`config.mk`:
```
export PLATFORM = sky130hd
export DESIGN_NAME = frame_tag_buffers
export DESIGN_NICKNAME = d
export VERILOG_FILES = /design/src/hw/frame_tag_pkg.sv /design/src/hw/frame_tag_store.sv /design/src/hw/frame_tag_buffers.sv
export SDC_FILE = /design/constraint.sdc
export NUM_CORES = 1
export LEC_CHECK = 0
export BUFFER_PORTS_ARGS = -buffer_cell sky130_fd_sc_hd__buf_4
export CORE_ASPECT_RATIO = 2
export CORE_MARGIN = 4
export CORE_UTILIZATION = 40
export DETAILED_ROUTE_END_ITERATION = 6
export GPL_TIMING_DRIVEN = 0
export PLACE_DENSITY = 0.59
export SYNTH_ARGS = -nofsm -noshare
export SYNTH_HDL_FRONTEND = slang
export SYNTH_SLANG_ARGS = --single-unit
```
`constraint.sdc`:
```
create_clock -name ref_clk -period 6.8 [get_ports ref_clk]
set_clock_uncertainty 0.2 [all_clocks]
set_input_delay 1.36 -clock ref_clk [delete_from_list [all_inputs] [get_ports ref_clk]]
set_output_delay 1.36 -clock ref_clk [all_outputs]
set_load 0.005 [all_outputs]
```
`src/hw/frame_tag_pkg.sv`:
```
// Overview of operation
// - extended identifier is 29 bits spread over the four tag bytes
// - extended identifier bit 28 goes out first, then lower bits descending
// - smallest identifier wins; a sent 1 read back as 0 loses
// - standard identifier is 11 bits, bit 10 sent first
// - received substitute remote request bit is stored as sampled
// - extension bit 0 sends 11-bit identifier, 1 sends 29-bit identifier
// - received extension bit is stored as it arrived
// - remote request bit is sent as held in the buffer
// - received remote request bit is stored, 1 meaning remote frame
// - extended byte 1 holds id 20..18, srr, ide, id 17..15
// - extended byte 3 holds identifier bits 6..0 then remote request bit
// - standard byte 0 holds identifier bits 10 down to 3
// - standard byte 1 holds id 2..0, remote request, extension bit 0
// - unused standard bits read back whatever was last written to them
// - tag bytes have no reset value, held in uninitialised storage
package frame_tag_pkg;
   localparam int unsigned ADDR_W = 12;
   localparam int unsigned DATA_W = 32;
   // register indices; byte address is four times the index
   localparam logic [3:0] IDX_TAG_0 = 4'h0;
   localparam logic [3:0] IDX_TAG_3 = 4'h3;
   localparam logic [3:0] IDX_RX_TAG_0 = 4'h4;
   localparam logic [3:0] IDX_RX_TAG_3 = 4'h7;
   localparam logic [3:0] IDX_CTRL = 4'h8;
   // control and status register fields
   localparam int unsigned CTRL_TX_EMPTY = 0;
   localparam int unsigned CTRL_RX_FULL = 1;
   localparam int unsigned CTRL_TX_SEL = 2;
   localparam logic TX_EMPTY_RST = 1'b1;
   localparam logic RX_FULL_RST = 1'b0;
   localparam logic TX_SEL_RST = 1'b0;
   // header word is tag byte 0 in bits 31..24 down to byte 3 in 7..0
   localparam int unsigned HDR_POS_IDE = 19;
   localparam logic [5:0] HDR_TOP = 6'h1f;
   localparam logic [5:0] HDR_LEN_STD = 6'h0d;
   localparam logic [5:0] HDR_LEN_EXT = 6'h20;
   localparam logic [5:0] HDR_IDE_CNT = 6'h0c;
endpackage

```
`src/hw/frame_tag_store.sv`:
```
`timescale 1ns/100ps
module frame_tag_store
(
   // clock
   input wire logic ref_clk,
   // byte write
   input wire logic wr_byte_en,
   input wire logic [1:0] wr_byte_idx,
   input wire logic [7:0] wr_byte,
   // whole header write
   input wire logic wr_word_en,
   input wire logic [31:0] wr_word,
   // contents
   output logic [31:0] word
);
   import frame_tag_pkg::*;

   typedef struct packed
   {
      logic [31:0] word;
   } store_type;

   store_type state;
   store_type next_state;

   always_comb
   begin
      next_state = state;
      if (wr_word_en)
      begin
         next_state.word = wr_word;
      end
      else if (wr_byte_en)
      begin
         next_state.word[8 * (3 - wr_byte_idx) +: 8] = wr_byte;
      end
   end

   // no reset: contents are undefined until written
   always_ff @(posedge ref_clk)
   begin
      state <= next_state;
   end

   assign word = state.word;
endmodule

```
`src/hw/frame_tag_buffers.sv`:
```
`timescale 1ns/100ps
module frame_tag_buffers
(
   // clock and reset
   input wire logic ref_clk,
   input wire logic sys_rst,
   // apb slave
   input wire logic psel,
   input wire logic penable,
   input wire logic pwrite,
   input wire logic [frame_tag_pkg::ADDR_W-1:0] paddr,
   input wire logic [frame_tag_pkg::DATA_W-1:0] pwdata,
   output logic [frame_tag_pkg::DATA_W-1:0] prdata,
   output logic pready,
   output logic pslverr,
   // protocol engine bit timing
   input wire logic bit_tick,
   input wire logic bus_bit,
   // protocol engine transmit side
   input wire logic tx_start,
   input wire logic tx_frame_ok,
   output logic tx_bit,
   output logic tx_hdr_busy,
   output logic tx_hdr_end,
   output logic tx_arb_lost,
   output logic transmit_slot_empty_flag,
   // protocol engine receive side
   input wire logic rx_start,
   input wire logic rx_frame_ok,
   output logic rx_hdr_ok,
   output logic receive_full_flag
);
   import frame_tag_pkg::*;

   typedef struct packed
   {
      logic [DATA_W-1:0] prdata;
      logic pslverr;
      logic tx_empty;
      logic tx_sel;
      logic tx_active;
      logic [5:0] tx_cnt;
      logic tx_bit;
      logic tx_hdr_end;
      logic tx_arb_lost;
      logic rx_full;
      logic rx_pend;
      logic rx_active;
      logic rx_hdr_ok;
      logic [5:0] rx_cnt;
      logic [31:0] rx_hdr;
   } ctrl_type;

   ctrl_type state;
   ctrl_type next_state;

   logic [31:0] tx_word;
   logic [31:0] rx_word;
   logic tx_wr_en;
   logic [1:0] tx_wr_idx;
   logic rx_wr_all;
   logic setup;
   logic access;
   logic aligned;
   logic [3:0] idx;
   logic tx_ok;
   logic [5:0] hdr_len;
   logic [5:0] tx_cnt_inc;
   logic [5:0] rx_cnt_inc;

   frame_tag_store tx_store
   (
      .ref_clk(ref_clk),
      .wr_byte_en(tx_wr_en),
      .wr_byte_idx(tx_wr_idx),
      .wr_byte(pwdata[7:0]),
      .wr_word_en(1'b0),
      .wr_word(32'h0000_0000),
      .word(tx_word)
   );

   frame_tag_store rx_store
   (
      .ref_clk(ref_clk),
      .wr_byte_en(1'b0),
      .wr_byte_idx(2'h0),
      .wr_byte(8'h00),
      .wr_word_en(rx_wr_all),
      .wr_word(state.rx_hdr),
      .word(rx_word)
   );

   assign setup = psel & ~penable;
   assign access = psel & penable;
   assign idx = paddr[5:2];
   assign aligned = (paddr[1:0] == 2'h0) && (paddr[ADDR_W-1:6] == '0);
   assign tx_ok = state.tx_empty & state.tx_sel;
   // extension bit picks 13 or 32 header bits
   assign hdr_len = tx_word[HDR_POS_IDE] ? HDR_LEN_EXT : HDR_LEN_STD;
   assign tx_cnt_inc = state.tx_cnt + 6'h01;
   assign rx_cnt_inc = state.rx_cnt + 6'h01;

   always_comb
   begin
      next_state = state;
      tx_wr_en = 1'b0;
      tx_wr_idx = idx[1:0];
      rx_wr_all = 1'b0;
      next_state.tx_hdr_end = 1'b0;
      next_state.tx_arb_lost = 1'b0;
      next_state.rx_pend = 1'b0;

      // setup phase: decode and latch read data and error
      if (setup)
      begin
         next_state.prdata = '0;
         next_state.pslverr = 1'b0;
         if (!aligned)
         begin
            next_state.pslverr = 1'b1;
         end
         else if (idx <= IDX_TAG_3)
         begin
            if (tx_ok)
            begin
               // raw bytes, unused standard bits included
               next_state.prdata[7:0] = tx_word[8 * (3 - idx[1:0]) +: 8];
            end
            else
            begin
               next_state.pslverr = 1'b1;
            end
         end
         else if (idx >= IDX_RX_TAG_0 && idx <= IDX_RX_TAG_3)
         begin
            if (pwrite || !state.rx_full)
            begin
               next_state.pslverr = 1'b1;
            end
            else
            begin
               next_state.prdata[7:0] = rx_word[8 * (3 - idx[1:0]) +: 8];
            end
         end
         else if (idx == IDX_CTRL)
         begin
            next_state.prdata[CTRL_TX_EMPTY] = state.tx_empty;
            next_state.prdata[CTRL_RX_FULL] = state.rx_full;
            next_state.prdata[CTRL_TX_SEL] = state.tx_sel;
         end
         else
         begin
            next_state.pslverr = 1'b1;
         end
      end

      // access phase: writes take effect here
      if (access && pwrite && !state.pslverr)
      begin
         if (idx <= IDX_TAG_3)
         begin
            // bytes land in the layouts of both formats
            tx_wr_en = 1'b1;
         end
         else if (idx == IDX_CTRL)
         begin
            next_state.tx_sel = pwdata[CTRL_TX_SEL];
            if (pwdata[CTRL_TX_EMPTY])
            begin
               next_state.tx_empty = 1'b0;
            end
            if (pwdata[CTRL_RX_FULL])
            begin
               next_state.rx_full = 1'b0;
            end
         end
      end

      // transmit header serializer, msb of byte 0 first
      if (tx_start && !state.tx_empty && !state.tx_active)
      begin
         next_state.tx_active = 1'b1;
         next_state.tx_cnt = 6'h00;
         next_state.tx_bit = tx_word[31];
      end
      else if (state.tx_active && bit_tick)
      begin
         if (state.tx_bit && !bus_bit)
         begin
            // recessive lost to dominant: lower identifier wins
            next_state.tx_active = 1'b0;
            next_state.tx_arb_lost = 1'b1;
            next_state.tx_bit = 1'b1;
         end
         else if (tx_cnt_inc == hdr_len)
         begin
            next_state.tx_active = 1'b0;
            next_state.tx_hdr_end = 1'b1;
            next_state.tx_bit = 1'b1;
         end
         else
         begin
            // id, srr, ide and rtr go out as held
            next_state.tx_cnt = tx_cnt_inc;
            next_state.tx_bit = tx_word[5'(HDR_TOP - tx_cnt_inc)];
         end
      end
      // engine completion wins over a software request
      if (tx_frame_ok)
      begin
         next_state.tx_empty = 1'b1;
         next_state.tx_active = 1'b0;
      end

      // receive header capture in arrival order
      if (rx_start)
      begin
         next_state.rx_active = 1'b1;
         next_state.rx_hdr_ok = 1'b0;
         next_state.rx_cnt = 6'h00;
      end
      else if (state.rx_active && bit_tick)
      begin
         next_state.rx_hdr[5'(HDR_TOP - state.rx_cnt)] = bus_bit;
         next_state.rx_cnt = rx_cnt_inc;
         if ((state.rx_cnt == HDR_IDE_CNT && !bus_bit)
            || rx_cnt_inc == HDR_LEN_EXT)
         begin
            next_state.rx_active = 1'b0;
            next_state.rx_hdr_ok = 1'b1;
         end
      end
      // header is stored first, the full flag follows a cycle later
      if (rx_frame_ok && state.rx_hdr_ok && !state.rx_full)
      begin
         rx_wr_all = 1'b1;
         next_state.rx_pend = 1'b1;
         next_state.rx_hdr_ok = 1'b0;
      end
      if (state.rx_pend)
      begin
         next_state.rx_full = 1'b1;
      end
   end

   always_ff @(posedge ref_clk or posedge sys_rst)
   begin
      if (sys_rst)
      begin
         state <= '0;
         state.tx_empty <= TX_EMPTY_RST;
         state.rx_full <= RX_FULL_RST;
         state.tx_sel <= TX_SEL_RST;
         state.tx_bit <= 1'b1;
      end
      else
      begin
         state <= next_state;
      end
   end

   assign prdata = state.prdata;
   assign pready = access;
   assign pslverr = access & state.pslverr;
   assign tx_bit = state.tx_bit;
   assign tx_hdr_busy = state.tx_active;
   assign tx_hdr_end = state.tx_hdr_end;
   assign tx_arb_lost = state.tx_arb_lost;
   assign transmit_slot_empty_flag = state.tx_empty;
   assign rx_hdr_ok = state.rx_hdr_ok;
   assign receive_full_flag = state.rx_full;
endmodule

```
==> results.md <==
* Clk sinks at 127
* Die X at 97.13 um
* CP Capture Point: tx_store.word[17]$_DFFE_PP_
* Int Pwr at 1395 uW
* Final WS setup at 2677 ps
* Worst Hold Class: reg2reg
* Initial antenna violation count at 0
* CP required at 6880 ps
* CTS tree: built
* Initial Util at 0.4049
* GR peak layer: met2
* Post-cts sizing count at 0
* Commonest non-fill, non-tap cell in the layout: buf_4
* Critical Path Fanout Max at 10
* Synthesis-stage register bit count at 127
* Area contributors post-synth: edfxtp_1 (30%), dfrtp_1 (24%), mux4_2 (8.5%)
* Relative slew slack at 0.3059
* Core area at 15700 um2
* First-pass GRT wire length at 22400 um
* RSZ-0062 raised after global routing: false
* Met1 usage at 0.1421
* Clock root buffer: clkbuf_16
* Synth unique cells at 56
* Area post-placement at 7058 um2
* Cell count after placement at 760
* Final period util at 0.6063
* Met3 GRT Util at 0.03434
* Power density over the cells at 242.5 nW/um2
* Wire per inst at 17.98 um
* F_max at 242.5 MHz
* CP max stage cell: nor3b_1
* DR vias/cell at 5.078
* Crit path from: paddr[3]
* Worst-case reg-to-reg path depth at 7
* Drt drc at 0
* DP HPWL at 11240 um
* Num CTS Buffers at 17
* Data arrival time of the worst path at 4200 ps
* Crit. End Element: flip-flop
* WHS at 235.0 ps
* Ys async rst share at 0.4961
* Synth top area share at 0.3024
* Final hold viol count at 0
* Post-synth top flop: edfxtp_1
* Outcome: completed
* Worst reg2reg path endpoint: state[45]$_DFFE_PP0P_
* ANT cells at 0
* Met2 usage at 0.3353
* Height of the die at 186.3 um
* Grt total ovfl at 0
* Row cnt at 65
* Yosys Warn Count at 0
* Hold Path Cell Cnt at 1
* Leading area contributor after synthesis: edfxtp_1
* Setup_tns at 0 ps
* Setup bufs post-CTS at 0
* IO Port Bufs at 45
* IO Pins at 96
* Clock power share at 0.465
* Critical path, cell by cell: buf_4 > clkbuf_1 > buf_1 > inv_1 > ha_1 > nor3b_1 > and2_1
* Sw Pwr at 454.7 uW
* Number of global-route vias before repair at 4363
* Average cell area after synthesis at 12.97 um2
* P_leak at 0.003231 uW
* Final #Nets at 644
* Worst r2r src: state[45]$_DFFE_PP0P_
* WS Path Type: in2reg
* Pre-CTS WS at 2190 ps
* Die area at 18090 um2
* Final min period at 4123 ps
* Startpoint types: primary input
* Fillers at 1422
* Cts hold-fix bufs at 0
* Via count at 4022
* Seq pwr share at 0.450
* Switch share at 0.2458
* Worst-path clk slew at 60 ps
* Iter 0 DRT Violations at 148
* Comb power frac at 0.085
* Clock Path Buffers at 2
* Sequential-to-total area share from yosys stat at 0.5509
* Slowest stage delay, CP at 850 ps
* Synth Instances at 490
* Layout cells sized above 1 at 0.3232
* Area grow syn2layout at 20.04%
* Fin. max-slew vios at 0
* ANT nets after route at 0
* Final Instance Area at 7629 um2
* Setup violations, final at 0
* Finished Layout Cells at 792
* Largest net degree at the start of global routing at 42
* R2r setup slk at 4280 ps
* Pre-antenna DRT Iters at 5
* RD Place Congestion at 0.8033
* Max VDD drop at 0.1884 mV
* MaxCap Viol Count at 0
* Least-Margin Pin Slew at 1039 ps
* Mapped Area at 6355 um2
* GRT Util Overall at 0.1629
* H-tree Lvls at 4
* DRT Wirelength at 14240 um
* Most frequent cells in the layout: buf_4 (78), edfxtp_1 (64), dfrtp_1 (61)
* Worst-skew pair later-pin latency at 420 ps
* Post-synth EDFFs at 64
==> registers in the layout, summed over array words and instances, names as in the netlist <==
register                  count
tx_arb_lost                   1
rx_hdr_ok                     1
rx_store.word                32
tx_hdr_end                    1
tx_bit                        1
receive_full_flag             1
state                        48
tx_store.word                32
transmit_slot_empty_flag      1
prdata                        8
tx_hdr_busy                   1
==> cell families (layout without fill, tap and decap cells) <==
| family | after synthesis | count (layout) | synth area share |
|---|---|---|---|
| other | 1 | 24 | 0.0005901 |
| DFF | 127 | 127 | 0.5509 |
| and+or+nand+nor | 166 | 166 | 0.1394 |
| muxes | 63 | 63 | 0.1534 |
| buffers and inverters | 65 | 143 | 0.06458 |
| xor gates and xnor gates | 9 | 9 | 0.01240 |
| AOI/OAI and AO/OA | 48 | 48 | 0.05710 |
| adders and majority gates | 11 | 11 | 0.02166 |
==> cell type report <==
type	instances	area, um2	share of cell area
timing repair buffer	46	357.8	0.04691
inverter	11	41.29	0.005412
tap	201	251.5	0.03297
multi-input combinational	321	2537	0.3326
buffer	54	369.1	0.04838
clock inverter	14	120.1	0.01575
sequential	127	3501	0.4589
clock buffer	18	450.4	0.05905
==> how the worst min path moves through the flow <==
| stage | endpoint | slack, ps | from |
|---|---|---|---|
| global route | receive_full_flag$_DFFE_PP0P_ | 250 | state[40]$_DFF_PP0_ |
| CTS | receive_full_flag$_DFFE_PP0P_ | 240 | state[40]$_DFF_PP0_ |
| floorplan | receive_full_flag$_DFFE_PP0P_ | 200 | state[40]$_DFF_PP0_ |
| global placement | receive_full_flag$_DFFE_PP0P_ | 210 | state[40]$_DFF_PP0_ |
| detailed placement | receive_full_flag$_DFFE_PP0P_ | 230 | state[40]$_DFF_PP0_ |
| finish | receive_full_flag$_DFFE_PP0P_ | 240 | state[40]$_DFF_PP0_ |
==> worst max-delay path, delay by kind of cell <==
family,cells,cell delay [ps]
adders and majority gates,1,370
buffers and inverters,4,1370
and+or+nand+nor,2,1090
==> power by group through the flow <==
stage | clock network, uW | logic, uW | registers (uW)
final | 860 | 158 | 832
after global routing | 914 | 175 | 833
after CTS | 877 | 159 | 832
after detailed placement | 0 | 159 | 847
after global placement | 0 | 153 | 846
after floorplan | 0 | 109 | 843
==> metal layers <==
metal | up-vias | wire length, um
li1 | 1909 | -
met3 | 30 | 462
met2 | 95 | 8759
met5 | - | 0
met4 | 0 | 602
met1 | 1988 | 4421
==> cell usage after synthesis, types with 4 or more instances <==
cell	instances
nand2_1	30
inv_1	11
mux2i_1	4
a22oi_1	6
nor3_1	9
nand3_1	18
mux2_2	35
dfrtp_1	61
xor2_1	6
a21o_1	5
nor3b_1	5
a21oi_1	7
clkbuf_1	12
buf_4	33
mux4_2	24
edfxtp_1	64
and3_1	7
nor2_1	37
nand4_1	5
buf_6	4
ha_1	11
o21ai_0	7
nand3b_1	5
and2_1	35
==> stage by stage <==
stage / total power [uW] / util
final: 1850 / 0.4860
after global routing: 1922 / 0.4860
after CTS: 1868 / 0.4860
after global placement: 999.4 / 0.4479
after floorplan: 952.5 / -
after detailed placement: 1006 / 0.4497
No activity file was read; power rests on OpenSTA's default activity.
